==> src/hdl/oaf_consts.svh <==
// register offsets, field positions and timing counts of the result bank
`ifndef OAF_CONSTS_SVH
`define OAF_CONSTS_SVH

`define OAF_DATA_W          24
`define OAF_RES_RESET       24'h000000
`define OAF_RA_CLKOUT       8'h29
`define OAF_RA_LED2         8'h2A
`define OAF_RA_DARK2        8'h2B
`define OAF_RA_LED1         8'h2C
`define OAF_RA_DARK1        8'h2D
`define OAF_RA_NET2         8'h2E
`define OAF_RA_NET1         8'h2F
`define OAF_RA_INCFG        8'h31

`define OAF_B_CLKOUT_EN     9
`define OAF_B_CLKDIV_MSB    4
`define OAF_B_CLKDIV_LSB    1
`define OAF_B_DETACH        10
`define OAF_B_SHORT         5
`define OAF_B_EXTDIV_MSB    2
`define OAF_CLKOUT_MAX_CODE 4'h7

// 7-bit address on the two-wire bus; arbitrary value
`define OAF_I2C_ADDR        7'h5A
`define OAF_LAST_BIT        3'h7
`define OAF_LAST_BYTE       2'h2

`define OAF_CLK_PERIOD_NS   25
`define OAF_OSC_PERIOD_NS   250
`define OAF_OSC_HALF_CYC    ((`OAF_OSC_PERIOD_NS / 2 + `OAF_CLK_PERIOD_NS - 1) / `OAF_CLK_PERIOD_NS)

`define OAF_EXT_R0          8'h02
`define OAF_EXT_R1          8'h08
`define OAF_EXT_R3          8'h0C
`define OAF_EXT_R4          8'h04
`define OAF_EXT_R5          8'h01
`define OAF_EXT_R6          8'h06
`define OAF_EXT_STOP        8'h00

`endif

==> src/hdl/oaf_pkg.sv <==
// types shared by the result bank modules
package oaf_pkg;

    typedef enum logic [1:0] {
        ph_second_emitter,
        ph_dark2_or_third,
        ph_first_emitter,
        ph_dark1
    } oaf_phase_t;

    typedef enum logic [2:0] {
        st_idle,
        st_addr,
        st_reg,
        st_wdata,
        st_ack,
        st_rdata,
        st_rack
    } oaf_i2c_st_t;

endpackage : oaf_pkg

==> src/hdl/oaf_div_if.sv <==
// tick divider hookup between the bank and its divider instances
`timescale 1ns/1ps
interface oaf_div_if;
    logic       tick;
    logic       run;
    logic [7:0] ratio;
    logic       pulse;
    logic       level;

    modport ctl (output tick, output run, output ratio,
                 input pulse, input level);
    modport div (input tick, input run, input ratio,
                 output pulse, output level);
endinterface : oaf_div_if

==> src/hdl/oaf_bank.sv <==
// result registers, clock dividers and two-wire register access
// Function
// - clock out divides by two to code power
// - second emitter result read-only at 2A
// - dark2 or third emitter result at 2B
// - first emitter result read-only at 2C
// - dark1 result read-only at 2D
// - 2E holds second emitter minus dark2
// - 2F holds first emitter minus dark1
// - results read zero after reset
// - 31 holds detach, short, external divider
// - clock pin driven only internal and enabled
// - external clock divided by table code
// - detach bit cuts sensor inputs from amp
// - short ties inputs to common mode powered-down
`timescale 1ns/1ps
`include "oaf_consts.svh"
module oaf_bank (
    input  wire logic                clk,
    input  wire logic                rst,
    input  wire logic                scl,
    input  wire logic                sda_in,
    output logic                     sda_out,
    output logic                     sda_oe,
    input  wire logic                clk_pin_in,
    output logic                     clk_pin_out,
    output logic                     clk_pin_oe,
    input  wire logic                osc_mode,
    input  wire logic                amp_powered_down,
    input  wire logic                res_valid,
    input  wire oaf_pkg::oaf_phase_t res_sel,
    input  wire logic [23:0]         res_data,
    output logic                     timebase_tick,
    output logic                     sensor_input_detach,
    output logic                     sensor_input_short_cm
);
    import oaf_pkg::*;

    ////////////////////////////////////////////////////////////////////////
    // pin synchronisers
    logic scl_m, scl_s, scl_q, sda_m, sda_s, sda_q, ck_m, ck_s, ck_q;

    always_ff @(posedge clk)
    begin
        if (rst)
        begin
            {scl_m, scl_s, scl_q} <= 3'h7;
            {sda_m, sda_s, sda_q} <= 3'h7;
            {ck_m, ck_s, ck_q}    <= 3'h0;
        end
        else
        begin
            {scl_m, scl_s, scl_q} <= {scl, scl_m, scl_s};
            {sda_m, sda_s, sda_q} <= {sda_in, sda_m, sda_s};
            {ck_m, ck_s, ck_q}    <= {clk_pin_in, ck_m, ck_s};
        end
    end

    logic scl_rise, scl_fall, bus_start, bus_stop;
    assign scl_rise  = scl_s & ~scl_q;
    assign scl_fall  = ~scl_s & scl_q;
    assign bus_start = scl_s & scl_q & sda_q & ~sda_s;
    assign bus_stop  = scl_s & scl_q & ~sda_q & sda_s;

    ////////////////////////////////////////////////////////////////////////
    // result registers
    logic [23:0] led2, dark2, led1, dark1, net2, net1;
    logic [23:0] next_led2, next_dark2, next_led1, next_dark1;
    logic [23:0] next_net2, next_net1;

    always_comb
    begin
        next_led2  = led2;
        next_dark2 = dark2;
        next_led1  = led1;
        next_dark1 = dark1;
        if (res_valid)
        begin
            unique case (res_sel)
                ph_second_emitter: next_led2  = res_data;
                ph_dark2_or_third: next_dark2 = res_data;
                ph_first_emitter:  next_led1  = res_data;
                ph_dark1:          next_dark1 = res_data;
            endcase
        end
        // differences land in the same edge as their operands
        next_net2 = next_led2 - next_dark2;
        next_net1 = next_led1 - next_dark1;
    end

    always_ff @(posedge clk)
    begin
        if (rst)
        begin
            led2  <= `OAF_RES_RESET;
            dark2 <= `OAF_RES_RESET;
            led1  <= `OAF_RES_RESET;
            dark1 <= `OAF_RES_RESET;
            net2  <= `OAF_RES_RESET;
            net1  <= `OAF_RES_RESET;
        end
        else
        begin
            led2  <= next_led2;
            dark2 <= next_dark2;
            led1  <= next_led1;
            dark1 <= next_dark1;
            net2  <= next_net2;
            net1  <= next_net1;
        end
    end

    ////////////////////////////////////////////////////////////////////////
    // configuration registers 29h and 31h
    logic        wr_en;
    logic [7:0]  wr_addr;
    logic [23:0] wr_data;
    logic        out_en, detach, short_en, next_out_en, next_detach;
    logic        next_short_en;
    logic [3:0]  out_code, next_out_code;
    logic [2:0]  ext_code, next_ext_code;

    always_comb
    begin
        next_out_en   = out_en;
        next_out_code = out_code;
        next_detach   = detach;
        next_short_en = short_en;
        next_ext_code = ext_code;
        if (wr_en && wr_addr == `OAF_RA_CLKOUT)
        begin
            next_out_en   = wr_data[`OAF_B_CLKOUT_EN];
            next_out_code = wr_data[`OAF_B_CLKDIV_MSB:`OAF_B_CLKDIV_LSB];
        end
        if (wr_en && wr_addr == `OAF_RA_INCFG)
        begin
            next_detach   = wr_data[`OAF_B_DETACH];
            next_short_en = wr_data[`OAF_B_SHORT];
            next_ext_code = wr_data[`OAF_B_EXTDIV_MSB:0];
        end
    end

    always_ff @(posedge clk)
    begin
        if (rst)
        begin
            out_en   <= 1'b0;
            out_code <= 4'h0;
            detach   <= 1'b0;
            short_en <= 1'b0;
            ext_code <= 3'h0;
        end
        else
        begin
            out_en   <= next_out_en;
            out_code <= next_out_code;
            detach   <= next_detach;
            short_en <= next_short_en;
            ext_code <= next_ext_code;
        end
    end

    // write-only detach bit reads back as zero
    function automatic logic [23:0] rd_val(input logic [7:0] a);
        logic [23:0] v;
        v = 24'h000000;
        unique case (a)
            `OAF_RA_LED2:  v = led2;
            `OAF_RA_DARK2: v = dark2;
            `OAF_RA_LED1:  v = led1;
            `OAF_RA_DARK1: v = dark1;
            `OAF_RA_NET2:  v = net2;
            `OAF_RA_NET1:  v = net1;
            `OAF_RA_CLKOUT:
            begin
                v[`OAF_B_CLKOUT_EN] = out_en;
                v[`OAF_B_CLKDIV_MSB:`OAF_B_CLKDIV_LSB] = out_code;
            end
            `OAF_RA_INCFG:
            begin
                v[`OAF_B_SHORT] = short_en;
                v[`OAF_B_EXTDIV_MSB:0] = ext_code;
            end
            default: v = 24'h000000;
        endcase
        return v;
    endfunction : rd_val

    ////////////////////////////////////////////////////////////////////////
    // two-wire slave
    oaf_i2c_st_t st, next_st, ack_next, next_ack_next;
    logic [2:0]  bitcnt, next_bitcnt;
    logic [1:0]  bytecnt, next_bytecnt;
    logic [7:0]  shift, next_shift, reg_addr, next_reg_addr, next_wr_addr;
    logic [15:0] wbuf, next_wbuf;
    logic [23:0] rsh, next_rsh, next_wr_data, rd_next, rd_cur;
    logic        ack_on, next_ack_on, acked, next_acked, next_sda_oe;
    logic        next_wr_en;
    logic [7:0]  in_byte;

    assign in_byte = {shift[6:0], sda_s};
    assign rd_next = rd_val(reg_addr + 8'h01);
    assign rd_cur  = rd_val(reg_addr);

    always_comb
    begin
        next_st = st; next_ack_next = ack_next; next_bitcnt = bitcnt;
        next_bytecnt = bytecnt; next_shift = shift; next_wbuf = wbuf;
        next_reg_addr = reg_addr; next_rsh = rsh; next_ack_on = ack_on;
        next_acked = acked; next_sda_oe = sda_oe; next_wr_en = 1'b0;
        next_wr_addr = wr_addr; next_wr_data = wr_data;
        if (bus_start)
        begin
            next_st = st_addr; next_bitcnt = 3'h0; next_sda_oe = 1'b0;
            next_ack_on = 1'b0;
        end
        else if (bus_stop)
        begin
            next_st = st_idle; next_sda_oe = 1'b0; next_ack_on = 1'b0;
        end
        else
        begin
            unique case (st)
                st_idle: next_sda_oe = 1'b0;
                st_addr, st_reg, st_wdata:
                    if (scl_rise)
                    begin
                        next_shift  = in_byte;
                        next_bitcnt = bitcnt + 3'h1;
                        if (bitcnt == `OAF_LAST_BIT)
                        begin
                            next_st = st_ack;
                            if (st == st_addr)
                            begin
                                if (in_byte[7:1] != `OAF_I2C_ADDR)
                                    next_st = st_idle;
                                next_ack_next = in_byte[0] ? st_rdata
                                                           : st_reg;
                            end
                            else if (st == st_reg)
                            begin
                                next_reg_addr = in_byte;
                                next_bytecnt  = 2'h0;
                                next_ack_next = st_wdata;
                            end
                            else if (bytecnt == `OAF_LAST_BYTE)
                            begin
                                // whole word commits at once, MSB first
                                next_wr_en    = 1'b1;
                                next_wr_addr  = reg_addr;
                                next_wr_data  = {wbuf, in_byte};
                                next_reg_addr = reg_addr + 8'h01;
                                next_bytecnt  = 2'h0;
                            end
                            else
                            begin
                                next_wbuf    = {wbuf[7:0], in_byte};
                                next_bytecnt = bytecnt + 2'h1;
                            end
                        end
                    end
                st_ack:
                    if (scl_fall && !ack_on)
                    begin
                        next_sda_oe = 1'b1;
                        next_ack_on = 1'b1;
                    end
                    else if (scl_fall)
                    begin
                        next_ack_on = 1'b0;
                        next_sda_oe = 1'b0;
                        next_st     = ack_next;
                        next_bitcnt = 3'h0;
                        if (ack_next == st_rdata)
                        begin
                            // snapshot keeps the three bytes coherent
                            next_rsh     = rd_cur;
                            next_sda_oe  = ~rd_cur[23];
                            next_bytecnt = 2'h0;
                        end
                    end
                st_rdata:
                    if (scl_fall)
                    begin
                        next_rsh    = {rsh[22:0], 1'b0};
                        next_bitcnt = bitcnt + 3'h1;
                        next_sda_oe = ~rsh[22];
                        if (bitcnt == `OAF_LAST_BIT)
                        begin
                            next_sda_oe = 1'b0;
                            next_st     = st_rack;
                        end
                    end
                st_rack:
                    if (scl_rise)
                        next_acked = ~sda_s;
                    else if (scl_fall && !acked)
                        next_st = st_idle;
                    else if (scl_fall)
                    begin
                        next_st = st_rdata;
                        if (bytecnt == `OAF_LAST_BYTE)
                        begin
                            next_reg_addr = reg_addr + 8'h01;
                            next_rsh      = rd_next;
                            next_sda_oe   = ~rd_next[23];
                            next_bytecnt  = 2'h0;
                        end
                        else
                        begin
                            next_sda_oe  = ~rsh[23];
                            next_bytecnt = bytecnt + 2'h1;
                        end
                    end
            endcase
        end
    end

    always_ff @(posedge clk)
    begin
        if (rst)
        begin
            st <= st_idle; ack_next <= st_idle; bitcnt <= 3'h0;
            bytecnt <= 2'h0; shift <= 8'h00; wbuf <= 16'h0000;
            reg_addr <= 8'h00; rsh <= 24'h000000; ack_on <= 1'b0;
            acked <= 1'b0; sda_oe <= 1'b0; wr_en <= 1'b0;
            wr_addr <= 8'h00; wr_data <= 24'h000000; sda_out <= 1'b0;
        end
        else
        begin
            st <= next_st; ack_next <= next_ack_next; bitcnt <= next_bitcnt;
            bytecnt <= next_bytecnt; shift <= next_shift; wbuf <= next_wbuf;
            reg_addr <= next_reg_addr; rsh <= next_rsh; ack_on <= next_ack_on;
            acked <= next_acked; sda_oe <= next_sda_oe; wr_en <= next_wr_en;
            wr_addr <= next_wr_addr; wr_data <= next_wr_data;
            sda_out <= 1'b0;
        end
    end

    ////////////////////////////////////////////////////////////////////////
    // oscillator half-period ticks and the two dividers
    logic [3:0] hcnt, next_hcnt;
    logic       half_tick, osc_ph, next_osc_ph;
    logic       drive, next_clk_out, next_tick, next_short_cm;
    logic [7:0] ext_ratio;

    assign half_tick = (hcnt == 4'(`OAF_OSC_HALF_CYC - 1));
    assign drive = osc_mode && out_en &&
                   out_code <= `OAF_CLKOUT_MAX_CODE;

    always_comb
    begin
        unique case (ext_code)
            3'h0:    ext_ratio = `OAF_EXT_R0;
            3'h1:    ext_ratio = `OAF_EXT_R1;
            3'h3:    ext_ratio = `OAF_EXT_R3;
            3'h4:    ext_ratio = `OAF_EXT_R4;
            3'h5:    ext_ratio = `OAF_EXT_R5;
            3'h6:    ext_ratio = `OAF_EXT_R6;
            default: ext_ratio = `OAF_EXT_STOP;
        endcase
    end

    oaf_div_if od ();
    oaf_div_if xd ();
    assign od.tick  = half_tick;
    assign od.run   = drive;
    assign od.ratio = 8'h01 << out_code[2:0];
    assign xd.tick  = ck_s & ~ck_q;
    assign xd.run   = ~osc_mode;
    assign xd.ratio = ext_ratio;

    oaf_div u_out_div (.clk(clk), .rst(rst), .d(od));
    oaf_div u_ext_div (.clk(clk), .rst(rst), .d(xd));

    always_comb
    begin
        next_hcnt     = half_tick ? 4'h0 : hcnt + 4'h1;
        next_osc_ph   = half_tick ? ~osc_ph : osc_ph;
        next_clk_out  = drive & od.level;
        next_tick     = osc_mode ? (half_tick & osc_ph) : xd.pulse;
        next_short_cm = short_en & amp_powered_down;
    end

    always_ff @(posedge clk)
    begin
        if (rst)
        begin
            hcnt <= 4'h0; osc_ph <= 1'b0; clk_pin_out <= 1'b0;
            clk_pin_oe <= 1'b0; timebase_tick <= 1'b0;
            sensor_input_detach <= 1'b0; sensor_input_short_cm <= 1'b0;
        end
        else
        begin
            hcnt <= next_hcnt; osc_ph <= next_osc_ph;
            clk_pin_out <= next_clk_out;
            clk_pin_oe <= drive;
            timebase_tick <= next_tick;
            sensor_input_detach <= detach;
            sensor_input_short_cm <= next_short_cm;
        end
    end

    logic [9:0] tgl_cnt;
    logic       tgl_ok;
    logic [3:0] prev_code;
    logic       tgl;
    logic       prev_pin;
    assign tgl = clk_pin_oe && (clk_pin_out != prev_pin);
    always_ff @(posedge clk)
    begin
        prev_pin  <= clk_pin_out;
        prev_code <= out_code;
        tgl_cnt   <= tgl ? 10'h000 : tgl_cnt + 10'h001;
        tgl_ok    <= rst || !clk_pin_oe || out_code != prev_code ? 1'b0
                   : tgl ? 1'b1 : tgl_ok;
    end
endmodule : oaf_bank

==> src/hdl/oaf_div.sv <==
// divides a tick stream by a ratio, giving a pulse and a toggling level
`timescale 1ns/1ps
`include "oaf_consts.svh"
module oaf_div (
    input  wire logic clk,
    input  wire logic rst,
    oaf_div_if.div    d
);
    logic [7:0] cnt;
    logic [7:0] next_cnt;
    logic       pulse;
    logic       next_pulse;
    logic       level;
    logic       next_level;

    always_comb
    begin
        next_cnt   = cnt;
        next_pulse = 1'b0;
        next_level = level;
        // ratio zero marks a reserved code: hold still rather than guess
        if (!d.run || d.ratio == `OAF_EXT_STOP)
        begin
            next_cnt   = 8'h00;
            next_level = 1'b0;
        end
        else if (d.tick)
        begin
            if (cnt >= d.ratio - 8'h01)
            begin
                next_cnt   = 8'h00;
                next_pulse = 1'b1;
                next_level = ~level;
            end
            else
            begin
                next_cnt = cnt + 8'h01;
            end
        end
    end

    always_ff @(posedge clk)
    begin
        if (rst)
        begin
            cnt   <= 8'h00;
            pulse <= 1'b0;
            level <= 1'b0;
        end
        else
        begin
            cnt   <= next_cnt;
            pulse <= next_pulse;
            level <= next_level;
        end
    end

    assign d.pulse = pulse;
    assign d.level = level;

endmodule : oaf_div

==> config.mk <==
export PLATFORM = sky130hd
export DESIGN_NAME = oaf_bank
export DESIGN_NICKNAME = d
export VERILOG_FILES = /design/src/hdl/oaf_pkg.sv /design/src/hdl/oaf_div_if.sv /design/src/hdl/oaf_bank.sv /design/src/hdl/oaf_div.sv
export VERILOG_INCLUDE_DIRS = /design/src /design/src/hdl
export SDC_FILE = /design/constraint.sdc
export NUM_CORES = 1
export LEC_CHECK = 0
export ABC_CLOCK_PERIOD_IN_PS = 12600
export BUFFER_PORTS_ARGS = -buffer_cell sky130_fd_sc_hd__buf_2
export CORE_ASPECT_RATIO = 0.8
export CORE_UTILIZATION = 23
export DETAILED_ROUTE_END_ITERATION = 6
export GPL_ROUTABILITY_DRIVEN = 0
export GPL_TIMING_DRIVEN = 0
export PLACE_DENSITY = 0.41
export SYNTH_ARGS = -nofsm -noshare
export SYNTH_HDL_FRONTEND = slang
export SYNTH_SLANG_ARGS = --single-unit
==> constraint.sdc <==
create_clock -name clk -period 12.6 [get_ports clk]
set_clock_uncertainty 0.2 [all_clocks]
set_input_delay 0.63 -clock clk [delete_from_list [all_inputs] [get_ports clk]]
set_output_delay 0.63 -clock clk [all_outputs]
set_load 0.05 [all_outputs]
==> results of run 1 <==
==> metrics by stage <==
stage          utilization [%]  instances  total power, mW  cell area, um2  setup WS, ns
2_1_floorplan                -       1730             1.12           14900          8.21
3_3_place_gp              25.5       2607             1.23           16100          6.00
3_5_place_dp              25.5       2607             1.23           16100          6.04
4_1_cts                   27.4       2671             2.32           17400          6.61
5_1_grt                   27.4       2671             2.39           17400          6.20
6_report                  27.4       2671             2.30           17400          6.50
==> Yosys cell counts, types with 17 or more instances <==
library cell  count
dfxtp_1         263
nor2_1          217
nand2_1         128
a21oi_1          99
mux2i_1          90
ha_1             77
clkbuf_1         72
a22oi_1          67
and2_1           59
o21ai_0          57
mux2_2           47
nor3_1           39
nand3_1          34
xor2_1           34
xnor2_1          31
a21o_1           26
buf_2            24
inv_1            24
a31oi_1          21
nand2b_1         20
a221oi_1         17
nor2b_1          17
==> worst register-to-register path: stages (launching register included) <==
cell	delay (ns)
dfxtp_1	0.33
mux2i_1	0.25
ha_1	0.29
inv_1	0.08
fa_1	0.42
a211oi_1	0.31
o21ai_1	0.20
a2111oi_0	0.66
nor3_1	0.30
nor3_1	0.60
o31ai_1	0.21
xnor2_1	0.17
nor2_1	0.05
==> logic make-up after synthesis <==
| kind of cell | synth area share (%) |
|---|---|
| flip-flops | 35.4 |
| XOR/XNOR | 3.83 |
| multiplexers | 9.69 |
| AO/OA/AOI/OAI | 21.4 |
| buffers and inverters | 4.01 |
| adder cells (fa/ha/maj) | 6.75 |
| AND/OR/NAND/NOR | 18.9 |
| other | 0.0505 |
==> where the power goes <==
group          internal, mW  switching, mW  leakage, nW
clock network         0.665          0.413        0.604
registers             0.878         0.0393         2.14
logic                 0.117          0.184         4.13
==> area by class of cell <==
| cell class | instances | area (um2) | share of cell area (%) |
|---|---|---|---|
| buffer | 113 | 495 | 2.86 |
| clock buffer | 48 | 1010 | 5.80 |
| clock inverter | 16 | 229 | 1.32 |
| inverter | 27 | 101 | 0.584 |
| multi-input combinational | 1327 | 9020 | 52.0 |
| sequential | 263 | 5270 | 30.3 |
| tap | 840 | 1050 | 6.06 |
| timing repair buffer | 37 | 185 | 1.07 |
==> metal layers <==
metal	share of wire [%]	track usage [%]
met5	0	0
met4	2.3	5.53
met3	7.5	3.17
met2	40	26.3
met1	50	27.6
==> worst min path at each step <==
stage,depth (start not counted),endpoint,from
2_1_floorplan,1,scl_s$_SDFF_PP1_,scl_m$_SDFF_PP1_
3_3_place_gp,1,sda_s$_SDFF_PP1_,sda_m$_SDFF_PP1_
3_5_place_dp,1,sda_s$_SDFF_PP1_,sda_m$_SDFF_PP1_
4_1_cts,2,sda_m$_SDFF_PP1_,sda_in
5_1_grt,2,sda_m$_SDFF_PP1_,sda_in
6_report,2,sda_m$_SDFF_PP1_,sda_in
==> metrics.md, run 1 <==
| Metric | Value |
|---|---|
| Crit path buf inv count | `4` |
| Post-synth top area cell | `dfxtp_1` |
| Total Die Area | `roughly 0.066 mm2` |
| Fraction of layout cells with a size suffix above 1 | `10.6%` |
| Max incr delay on CP | `slightly below 1 ns` |
| Setup-failing EPs final | `0` |
| Crit Path Class | `in -> reg` |
| Worst reg2reg startpoint | `led1[0]$_SDFF_PP0_` |
| Final Hold Fails | `0` |
| Tot GR Track Use | `18.4%` |
| Crit path arrival time | `approximately 6.3 ns` |
| Synth area leaders | `dfxtp_1 35%, ha_1 6.5%, mux2i_1 6.1%, nor2_1 5.5%, mux2_2 3.6%` |
| Worst setup SP type | `primary input` |
| Layout Area Growth over Synthesis | `16.7%` |
| Fillers | `~6700` |
| R2R cell count | `12` |
| Num CTS Buffers | `35` |
| Yosys top cell area share | `between 30 and 40%` |
| Peak supply drop | `roughly 0.000066 V` |
| Fin Hold WS | `around 0.066 ns` |
| Worst path depth | `17` |
| Drt via density | `roughly 5.2` |
| PwrDens | `between 100 and 150 mW/mm2` |
| WL per Instance | `roughly 23 um` |
| Mapped Area | `approximately 0.015 mm2` |
| Setup TNS | `0 ns` |
| # H-tree levels | `2` |
| Slowest-stage cell, CP | `clkbuf_1` |
| Slew at the pin closest to its max-slew limit | `1.47 ns` |
| Crit end category | `flop` |
| RSZ-0062 raised after global routing | `no` |
| DR iter-0 viols | `roughly 1700` |
| Core ar. | `~0.063 mm2` |
| First-pass GRT wire length | `roughly 90000 um` |
| Ports | `a little over 40` |
| Hold Crit Class | `in -> reg` |
| Remaining antenna violation count | `0` |
| Leak | `6.87 nW` |
| Worst slew margin | `2.11%` |
| Crit path time final | `between 6 and 7 ns` |
| Chip height | `roughly 230 um` |
| Clock sinks | `about 260` |
| Seq cells post-synth | `~260` |
| Die X | `between 200 and 300 um` |
| Worst Setup SP | `res_valid` |
| Failing checks | `capacitance limit` |
| Predominant post-synthesis flop cell | `dfxtp_1` |
| Final #Nets | `1917` |
| Max Cap Viol | `1` |
| Synth cell types | `90` |
| PortBufs | `37` |
| Setup Fix Bufs, Post-CTS | `0` |
| Largest net degree at the start of global routing | `14` |
| Max clock buf depth | `3` |
| Vias in the first global route | `13400` |
| Slew Viols, Final | `0` |
| Post-CTS Resized | `0` |
| Clock transition at the registers of the reported paths | `around 0.060 ns` |
| WP data required | `about 13 ns` |
| Max Fclk | `roughly 160 MHz` |
| Warnings, synthesis | `0` |
| CTS root buffer | `clkbuf_16` |
| Critical Path Sink | `net2[22]$_SDFF_PP0_` |
| GRT overflow | `0` |
| CTS Hold Buffers Added | `0` |
| CTS tree | `yes` |
| Drc violations | `0` |
| Clk_lat worst skew | `between 0.5 and 0.6 ns` |
| Syn_nets | `1843` |
| Post-DP HPWL | `between 40000 and 50000 um` |
| Crit-path leading delay family | `compound AO/OA/AOI/OAI gates` |
| Cell Chain, Critical Path | `buf_2, nor2b_1, nor2b_1, clkbuf_1, clkbuf_1, mux2i_1, ha_1, inv_1, fa_1, a21o_1, a21boi_1, o311ai_1, a31oi_1, o31ai_1, a311oi_1, xor2_1, nor2_1` |
| Starting Density | `23.5%` |
| Fin crit share | `about 48%` |
| Setup slack, reg-to-reg | `around 8.4 ns` |
| Avg Cell Area, Syn | `between 8 and 9 um2` |
| CP max FO | `10` |
| Commonest non-fill, non-tap cell in the layout | `dfxtp_1` |
| Via count | `between 10000 and 15000` |
| Diode count | `0` |
| Fraction of registers with async set/reset | `0%` |
| EDFF count, synth | `0` |
| Most frequent cells in the layout | `263 x dfxtp_1, 217 x nor2_1, 128 x nand2_1` |
| Std cell rows | `between 80 and 90` |
| Status | `finished with violations` |
| Register area share after synthesis | `a little over a third` |
| Router iterations before antenna repair | `7` |
| Cells after Synth | `between 1500 and 2000` |
| Initial antenna violation count | `2` |
| Overall routed net length | `between 60000 and 70000 um` |
| R2r endpoint | `net1[22]$_SDFF_PP0_` |
Note: power is estimated with default switching activity, not from simulation.
==> run 2: changes to the inputs <==
--- a/config.mk
+++ b/config.mk
@@ -6,7 +6,7 @@
 export SDC_FILE = /design/constraint.sdc
 export NUM_CORES = 1
 export LEC_CHECK = 0
-export ABC_CLOCK_PERIOD_IN_PS = 12600
+export ABC_CLOCK_PERIOD_IN_PS = 6100
 export BUFFER_PORTS_ARGS = -buffer_cell sky130_fd_sc_hd__buf_2
 export CORE_ASPECT_RATIO = 0.8
 export CORE_UTILIZATION = 23
==> constraint.sdc (replaced) <==
create_clock -name clk -period 6.1 [get_ports clk]
set_clock_uncertainty 0.2 [all_clocks]
set_input_delay 0.305 -clock clk [delete_from_list [all_inputs] [get_ports clk]]
set_output_delay 0.305 -clock clk [all_outputs]
set_load 0.05 [all_outputs]
==> metrics.md, run 2 (synthesis results as in run 1) <==
| Metric | Value |
|---|---|
| Sequential power share | `39.8% (-0.2 points)` |
| Starting Density | `23.5% (unchanged)` |
| Initial antenna violation count | `2 (unchanged)` |
| Psw | `1.32 mW (+110%)` |
| Non-Filler Instances | `2704 (+1.2%)` |
| Slew at the pin closest to its max-slew limit | `1.51 ns (+0.0422 ns)` |
| Crit path top cell by count | `nor2b_1` |
| Largest net degree at the start of global routing | `14 (unchanged)` |
| Via count | `14100 (+0.92%)` |
| Hold Crit Class | `in -> reg` |
| Drc violations | `1 (+1)` |
| Ports | `41 (unchanged)` |
| Sw Ratio | `27.7% (-0.032 points)` |
| Crit path time final | `between 5 and 6 ns` |
| Placed Area | `0.0161 mm2 (unchanged)` |
| Std cell rows | `82 (unchanged)` |
| First-pass GRT wire length | `90800 um (+0.61%)` |
| Crit-path leading delay family | `compound AO/OA/AOI/OAI gates` |
| Crit Path Class | `in -> reg` |
| CP max FO | `10 (unchanged)` |
| Final #Nets | `1949 (+1.7%)` |
| Max Fclk | `about 170 MHz` |
| WP data required | `6.32 ns (-6.49 ns)` |
| Setup Fix Bufs, Post-CTS | `0 (unchanged)` |
| Num CTS Buffers | `35 (unchanged)` |
| Status | `finished with violations` |
| Proportion of power drawn by combinational gates | `13.4% (+0.3 points)` |
| Worst setup SP type | `primary input` |
| Max clock buf depth | `3 (unchanged)` |
| Core ar. | `0.0633 mm2 (unchanged)` |
| Fin crit share | `95.4%` |
| Internal power | `3.44 mW (+110%)` |
| Most frequent cells in the layout | `263 x dfxtp_1, 217 x nor2_1, 128 x nand2_1` |
| CTS tree | `yes` |
| Peak supply drop | `0.000138 V (+110%)` |
| Clock transition at the registers of the reported paths | `0.06 ns (about the same)` |
| Max Cap Viol | `1 (unchanged)` |
| Worst Hold Depth | `3 (+1)` |
| Setup slack, reg-to-reg | `1.86 ns (-6.52 ns)` |
| Total Die Area | `0.0657 mm2 (unchanged)` |
| Layout Area Growth over Synthesis | `18.9%` |
| Router iterations before antenna repair | `7 (unchanged)` |
| Clock sinks | `263 (unchanged)` |
| Failing checks | `DRC, capacitance limit, slew limit` |
| Post-DP HPWL | `44900 um (unchanged)` |
| Remaining antenna violation count | `0 (unchanged)` |
| Leak | `7.01 nW (+2.0%)` |
| Final Hold Fails | `0 (unchanged)` |
| Vias in the first global route | `13600 (+1.2%)` |
| CTS root buffer | `clkbuf_16` |
| Die X | `286 um (unchanged)` |
| Setup-failing EPs final | `0 (unchanged)` |
| Slowest-stage cell, CP | `clkdlybuf4s15_1` |
| Placed Instances | `2607 (unchanged)` |
| Slew Viols, Final | `10 (+10)` |
| GRT overflow | `0 (unchanged)` |
| Worst reg2reg startpoint | `led1[0]$_SDFF_PP0_` |
| # H-tree levels | `2 (unchanged)` |
| Drt via density | `5.20 (-0.31%)` |
| R2r endpoint | `net1[22]$_SDFF_PP0_` |
| HP Start | `res_data[23]` |
| Tot GR Track Use | `18.5% (+0.085 points)` |
| Crit end category | `flop` |
| Hold Path Sink | `led1[23]$_SDFF_PP0_` |
| Chip height | `229 um (unchanged)` |
| PwrDens | `269 mW/mm2 (+100%)` |
| Fin area | `0.0177 mm2 (+1.9%)` |
| Clk_lat worst skew | `0.56 ns (about the same)` |
| PortBufs | `37 (unchanged)` |
| Final core utilization | `27.9% (+0.52 points)` |
| Commonest non-fill, non-tap cell in the layout | `dfxtp_1` |
| Max incr delay on CP | `0.97 ns (about the same)` |
| Crit path buf inv count | `4 (unchanged)` |
| Fillers | `6698 (-0.21%)` |
| Overall routed net length | `61000 um (+0.14%)` |
| DR iter-0 viols | `1742 (+0.87%)` |
| Worst slew margin | `-0.714% (-2.8 points)` |
| Fraction of layout cells with a size suffix above 1 | `10.4% (-0.18 points)` |
| R2R cell count | `12 (unchanged)` |
| RSZ-0062 raised after global routing | `no` |
| Crit path arrival time | `6.04 ns (-0.28 ns)` |
| Clock power share | `46.8% (about the same)` |
| Cell Chain, Critical Path | `buf_2, nor2b_1, nor2b_1, clkbuf_1, clkdlybuf4s15_1, mux2i_1, ha_1, inv_1, fa_1, a21o_1, a21boi_1, o311ai_1, a31oi_1, o31ai_1, a311oi_1, xor2_1, nor2_1` |
| WL per Instance | `22.6 um (-1.1%)` |
## run 2: final cells by class
type / count / area (um2) / area share [%]
multi-input cells: 1327 / 9020 / 51.0
plain buffers: 113 / 502 / 2.84
well taps: 840 / 1050 / 5.94
flip-flops and latches: 263 / 5270 / 29.8
diodes: 1 / 2.50 / 0.0142
repair buffers: 69 / 505 / 2.86
inverters: 27 / 101 / 0.573
clock buffers: 48 / 1010 / 5.69
clock inverters: 16 / 229 / 1.29
## run 2: worst max-delay path by stage
stage	start	endpoint	slack, ns	depth (start not counted)
floorplan	res_sel[0]	net1[18]$_SDFF_PP0_	2.04	16
global placement	res_valid	net2[22]$_SDFF_PP0_	-0.18	17
detailed placement	res_valid	net2[22]$_SDFF_PP0_	-0.14	17
CTS	res_valid	net2[22]$_SDFF_PP0_	0.44	17
global route	res_valid	net2[22]$_SDFF_PP0_	0.01	17
finish	res_valid	net2[22]$_SDFF_PP0_	0.28	17
## run 2: worst register-to-register path, stage by stage, from the launching register on
cell,delay (ns)
dfxtp_1,0.33
mux2i_1,0.28
ha_1,0.31
inv_1,0.08
fa_1,0.42
a211oi_1,0.32
o21ai_1,0.20
a2111oi_0,0.65
nor3_1,0.30
nor3_1,0.59
o31ai_1,0.20
xnor2_1,0.17
nor2_1,0.05
## run 2: metrics by stage
stage	power [mW]	hold slack, ns	setup TNS [ns]	worst slack (ns)
2_1_floorplan	2.32	0.189	0	2.04
3_3_place_gp	2.54	0.197	-0.175	-0.175
3_5_place_dp	2.54	0.194	-0.135	-0.135
4_1_cts	4.81	0.00550	0	0.440
5_1_grt	4.96	0.0527	0	0.0101
6_report	4.76	0.0202	0	0.280
## run 2: metal layers
metal  wire length [um]  vias to the layer above  global-route usage, %
met5                  0                        -                      0
met4               1550                        0                   5.55
met3               4720                       96                   3.16
met2              24600                      609                   26.5
met1              30100                     6801                   27.7
li1                   -                     6546                      -
## run 2: power groups by stage
stage	sequential [mW]	clock (mW)	combinational (mW)
5_1_grt	1.90	2.36	0.705
3_5_place_dp	1.93	0	0.618
3_3_place_gp	1.93	0	0.613
6_report	1.90	2.23	0.637
4_1_cts	1.89	2.28	0.637
2_1_floorplan	1.89	0	0.432
## run 2: what timing repair did
item,4_1_cts,5_1_grt
hold buffers,32,0
gates resized for setup,0,2
hold endpoints to repair,94,0
setup endpoints to repair,0,1
==> run 3: changes to the inputs <==
--- a/config.mk
+++ b/config.mk
@@ -7,13 +7,13 @@
 export NUM_CORES = 1
 export LEC_CHECK = 0
 export ABC_CLOCK_PERIOD_IN_PS = 6100
-export BUFFER_PORTS_ARGS = -buffer_cell sky130_fd_sc_hd__buf_2
 export CORE_ASPECT_RATIO = 0.8
 export CORE_UTILIZATION = 23
 export DETAILED_ROUTE_END_ITERATION = 6
+export DONT_BUFFER_PORTS = 1
 export GPL_ROUTABILITY_DRIVEN = 0
 export GPL_TIMING_DRIVEN = 0
-export PLACE_DENSITY = 0.41
+export PLACE_DENSITY = 0.4
 export SYNTH_ARGS = -nofsm -noshare
 export SYNTH_HDL_FRONTEND = slang
 export SYNTH_SLANG_ARGS = --single-unit
==> metrics.md, run 3 (synthesis results as in run 1) <==
| Metric | Value |
|---|---|
| Max Cap Viol | `1 (unchanged)` |
| Drt via density | `5.22 (+0.54%)` |
| Setup-failing EPs final | `0 (unchanged)` |
| Fillers | `6771 (+1.1%)` |
| Crit path buf inv count | `4 (unchanged)` |
| Failing checks | `capacitance limit, slew limit` |
| R2r endpoint | `net1[22]$_SDFF_PP0_` |
| Layout Area Growth over Synthesis | `16.7%` |
| Commonest non-fill, non-tap cell in the layout | `dfxtp_1` |
| Worst slew margin | `-1.81% (-1.1 points)` |
| Psw | `1.28 mW (-2.8%)` |
| Remaining antenna violation count | `0 (unchanged)` |
| Largest net degree at the start of global routing | `12 (-2)` |
| Max incr delay on CP | `0.79 ns (-0.18 ns)` |
| Std cell rows | `82 (unchanged)` |
| Clock sinks | `263 (unchanged)` |
| CTS root buffer | `clkbuf_16` |
| Vias in the first global route | `13500 (-0.49%)` |
| Num CTS Buffers | `34 (-2.9%)` |
| Crit-path leading delay family | `buffers and inverters` |
| Fin crit share | `96.4% (+1.0 points)` |
| Tot GR Track Use | `18.7% (+0.23 points)` |
| Setup Fix Bufs, Post-CTS | `0 (unchanged)` |
| Core ar. | `0.0633 mm2 (unchanged)` |
| Clock power share | `43.7% (-3.1 points)` |
| Total Die Area | `0.0657 mm2 (unchanged)` |
| Internal power | `3.21 mW (-6.6%)` |
| Cell Chain, Critical Path | `dlygate4sd3_1, nand2_1, or2_2, clkbuf_1, clkbuf_1, mux2i_1, ha_1, inv_1, fa_1, a211oi_1, o21ai_1, a2111oi_0, nor3_1, nor3_1, o31ai_1, xnor2_1, nor2_1` |
| Overall routed net length | `62200 um (+1.9%)` |
| RSZ-0062 raised after global routing | `no` |
| R2R cell count | `12 (unchanged)` |
| GRT overflow | `0 (unchanged)` |
| Worst path depth | `17 (unchanged)` |
| Pre-CTS setup slack | `-0.0949 ns (+0.0405 ns)` |
| Fin Hold WS | `0.0946 ns (+0.0744 ns)` |
| Met2 Track Usage GR | `26.6% (+0.11 points)` |
| GRT met3 Usage | `4.35% (+1.2 points)` |
| Crit Path Class | `in -> reg` |
| Clk_lat worst skew | `0.56 ns (about the same)` |
| Peak supply drop | `0.000201 V (+46%)` |
| Sw Ratio | `28.5% (+0.81 points)` |
| GR peak layer | `met1` |
| Crit path time final | `5.88 ns (+0.0609 ns)` |
| WL per Instance | `23.3 um (+3.4%)` |
| Proportion of power drawn by combinational gates | `14.0% (+0.6 points)` |
| Max Fclk | `170 MHz (-1.0%)` |
| Crit path arrival time | `6.06 ns (+0.02 ns)` |
| Worst setup SP type | `primary input` |
| Slew Viols, Final | `10 (unchanged)` |
| Routing usage on met1 | `27.7% (-0.056 points)` |
| CP max FO | `10 (unchanged)` |
| # H-tree levels | `2 (unchanged)` |
| HP Start | `res_sel[1]` |
| Hold Path Sink | `net2[23]$_SDFF_PP0_` |
| Final core utilization | `27.4% (-0.51 points)` |
| Initial antenna violation count | `4 (+2)` |
| Worst reg2reg startpoint | `led1[0]$_SDFF_PP0_` |
| Final #Nets | `1914 (-1.8%)` |
| CTS tree | `yes` |
| Slowest-stage cell, CP | `clkbuf_1` |
| Leak | `6.79 nW (-3.2%)` |
| Ports | `41 (unchanged)` |
| Starting Density | `23.5% (unchanged)` |
| Setup slack, reg-to-reg | `1.89 ns (+0.03 ns)` |
| Status | `finished with violations` |
| Slew at the pin closest to its max-slew limit | `1.53 ns (+0.0164 ns)` |
| Worst setup margin | `0.219 ns (-0.0609 ns)` |
| DR iter-0 viols | `1661 (-4.6%)` |
| First-pass GRT wire length | `90900 um (+0.14%)` |
| Drc violations | `0 (-1)` |
| Worst Hold Depth | `5 (+2)` |
| PwrDens | `259 mW/mm2 (-3.8%)` |
| Die X | `286 um (unchanged)` |
| Sequential power share | `42.3% (+2.5 points)` |
| Chip height | `229 um (unchanged)` |
| PortBufs | `0 (-100%)` |
| WP data required | `6.28 ns (-0.04 ns)` |
| Most frequent cells in the layout | `263 x dfxtp_1, 217 x nor2_1, 128 x nand2_1` |
| Crit end category | `flop` |
| Post-DP HPWL | `45600 um (+1.7%)` |
| Hold Crit Class | `in -> reg` |
| Fraction of layout cells with a size suffix above 1 | `8.12% (-2.3 points)` |
| Max clock buf depth | `3 (unchanged)` |
| Clock transition at the registers of the reported paths | `0.05 ns (about the same)` |
| Final Hold Fails | `0 (unchanged)` |
| Via count | `13900 (-0.91%)` |
| Router iterations before antenna repair | `7 (unchanged)` |
-- run 3: changes by cell type in the layout (fill, tap and decap cells not counted), moves of 2 or more --
cell	before	now
clkbuf_1	77	80
clkinvlp_4	2	0
diode_2	1	3
buf_2	61	24
clkbuf_8	6	8
clkinv_2	6	4
dlygate4sd3_1	32	35
bufinv_16	5	0
-- run 3: metrics by stage --
step                std cells  setup TNS, ns  instance area (um2)  power, mW
finish                   2665              0                17400       4.49
global route             2663              0                17400       4.68
CTS                      2662              0                17400       4.53
detailed placement       2570        -0.0949                15900       2.53
global placement         2570        -0.0401                15900       2.52
floorplan                1730              0                14900       2.32
-- run 3: worst max-delay path by stage --
| stage | start | to | slack, ns |
|---|---|---|---|
| 6_report | res_sel[1] | net1[22]$_SDFF_PP0_ | 0.22 |
| 5_1_grt | res_valid | net1[22]$_SDFF_PP0_ | 0.10 |
| 4_1_cts | res_sel[1] | net1[22]$_SDFF_PP0_ | 0.41 |
| 3_5_place_dp | res_valid | net2[22]$_SDFF_PP0_ | -0.09 |
| 3_3_place_gp | res_valid | net2[22]$_SDFF_PP0_ | -0.04 |
| 2_1_floorplan | res_sel[0] | net1[18]$_SDFF_PP0_ | 2.04 |
-- run 3: tightest hold or removal path, cell delays in order --
cell and delay, ns:
nor2b_1 0.07, nor2_1 0.11, a21oi_1 0.09, nand3_1 0.09, nand3_1 0.09
-- run 3: area by class of cell --
cell class | instances | area [um2] | area share, %
Antenna cell | 3 | 7.51 | 0.0432
Buffer | 113 | 495 | 2.85
Clock buffer | 51 | 1020 | 5.85
Clock inverter | 6 | 52.6 | 0.303
Inverter | 27 | 101 | 0.584
Multi-Input combinational cell | 1327 | 9020 | 52.0
Sequential cell | 263 | 5270 | 30.3
Tap cell | 840 | 1050 | 6.05
Timing Repair Buffer | 35 | 350 | 2.02
-- run 3: repair_timing --
item,in CTS,in global routing
gates resized for setup,0,0
hold endpoints to repair,108,0
hold buffers,35,0
-- run 3: power groups by stage --
stage               Clock, mW  Combinational, mW  Sequential (mW)
finish                   1.96              0.629             1.90
CTS                      2.01              0.627             1.89
detailed placement          0              0.598             1.93
global route             2.08              0.694             1.90
global placement            0              0.592             1.93
floorplan                   0              0.432             1.89
-- run 3: metal layers --
| metal | vias up | wire (um) |
|---|---|---|
| li1 | 6476 | - |
| met1 | 6744 | 30100 |
| met2 | 603 | 25100 |
| met3 | 97 | 5580 |
| met4 | 4 | 1350 |
| met5 | - | 23 |
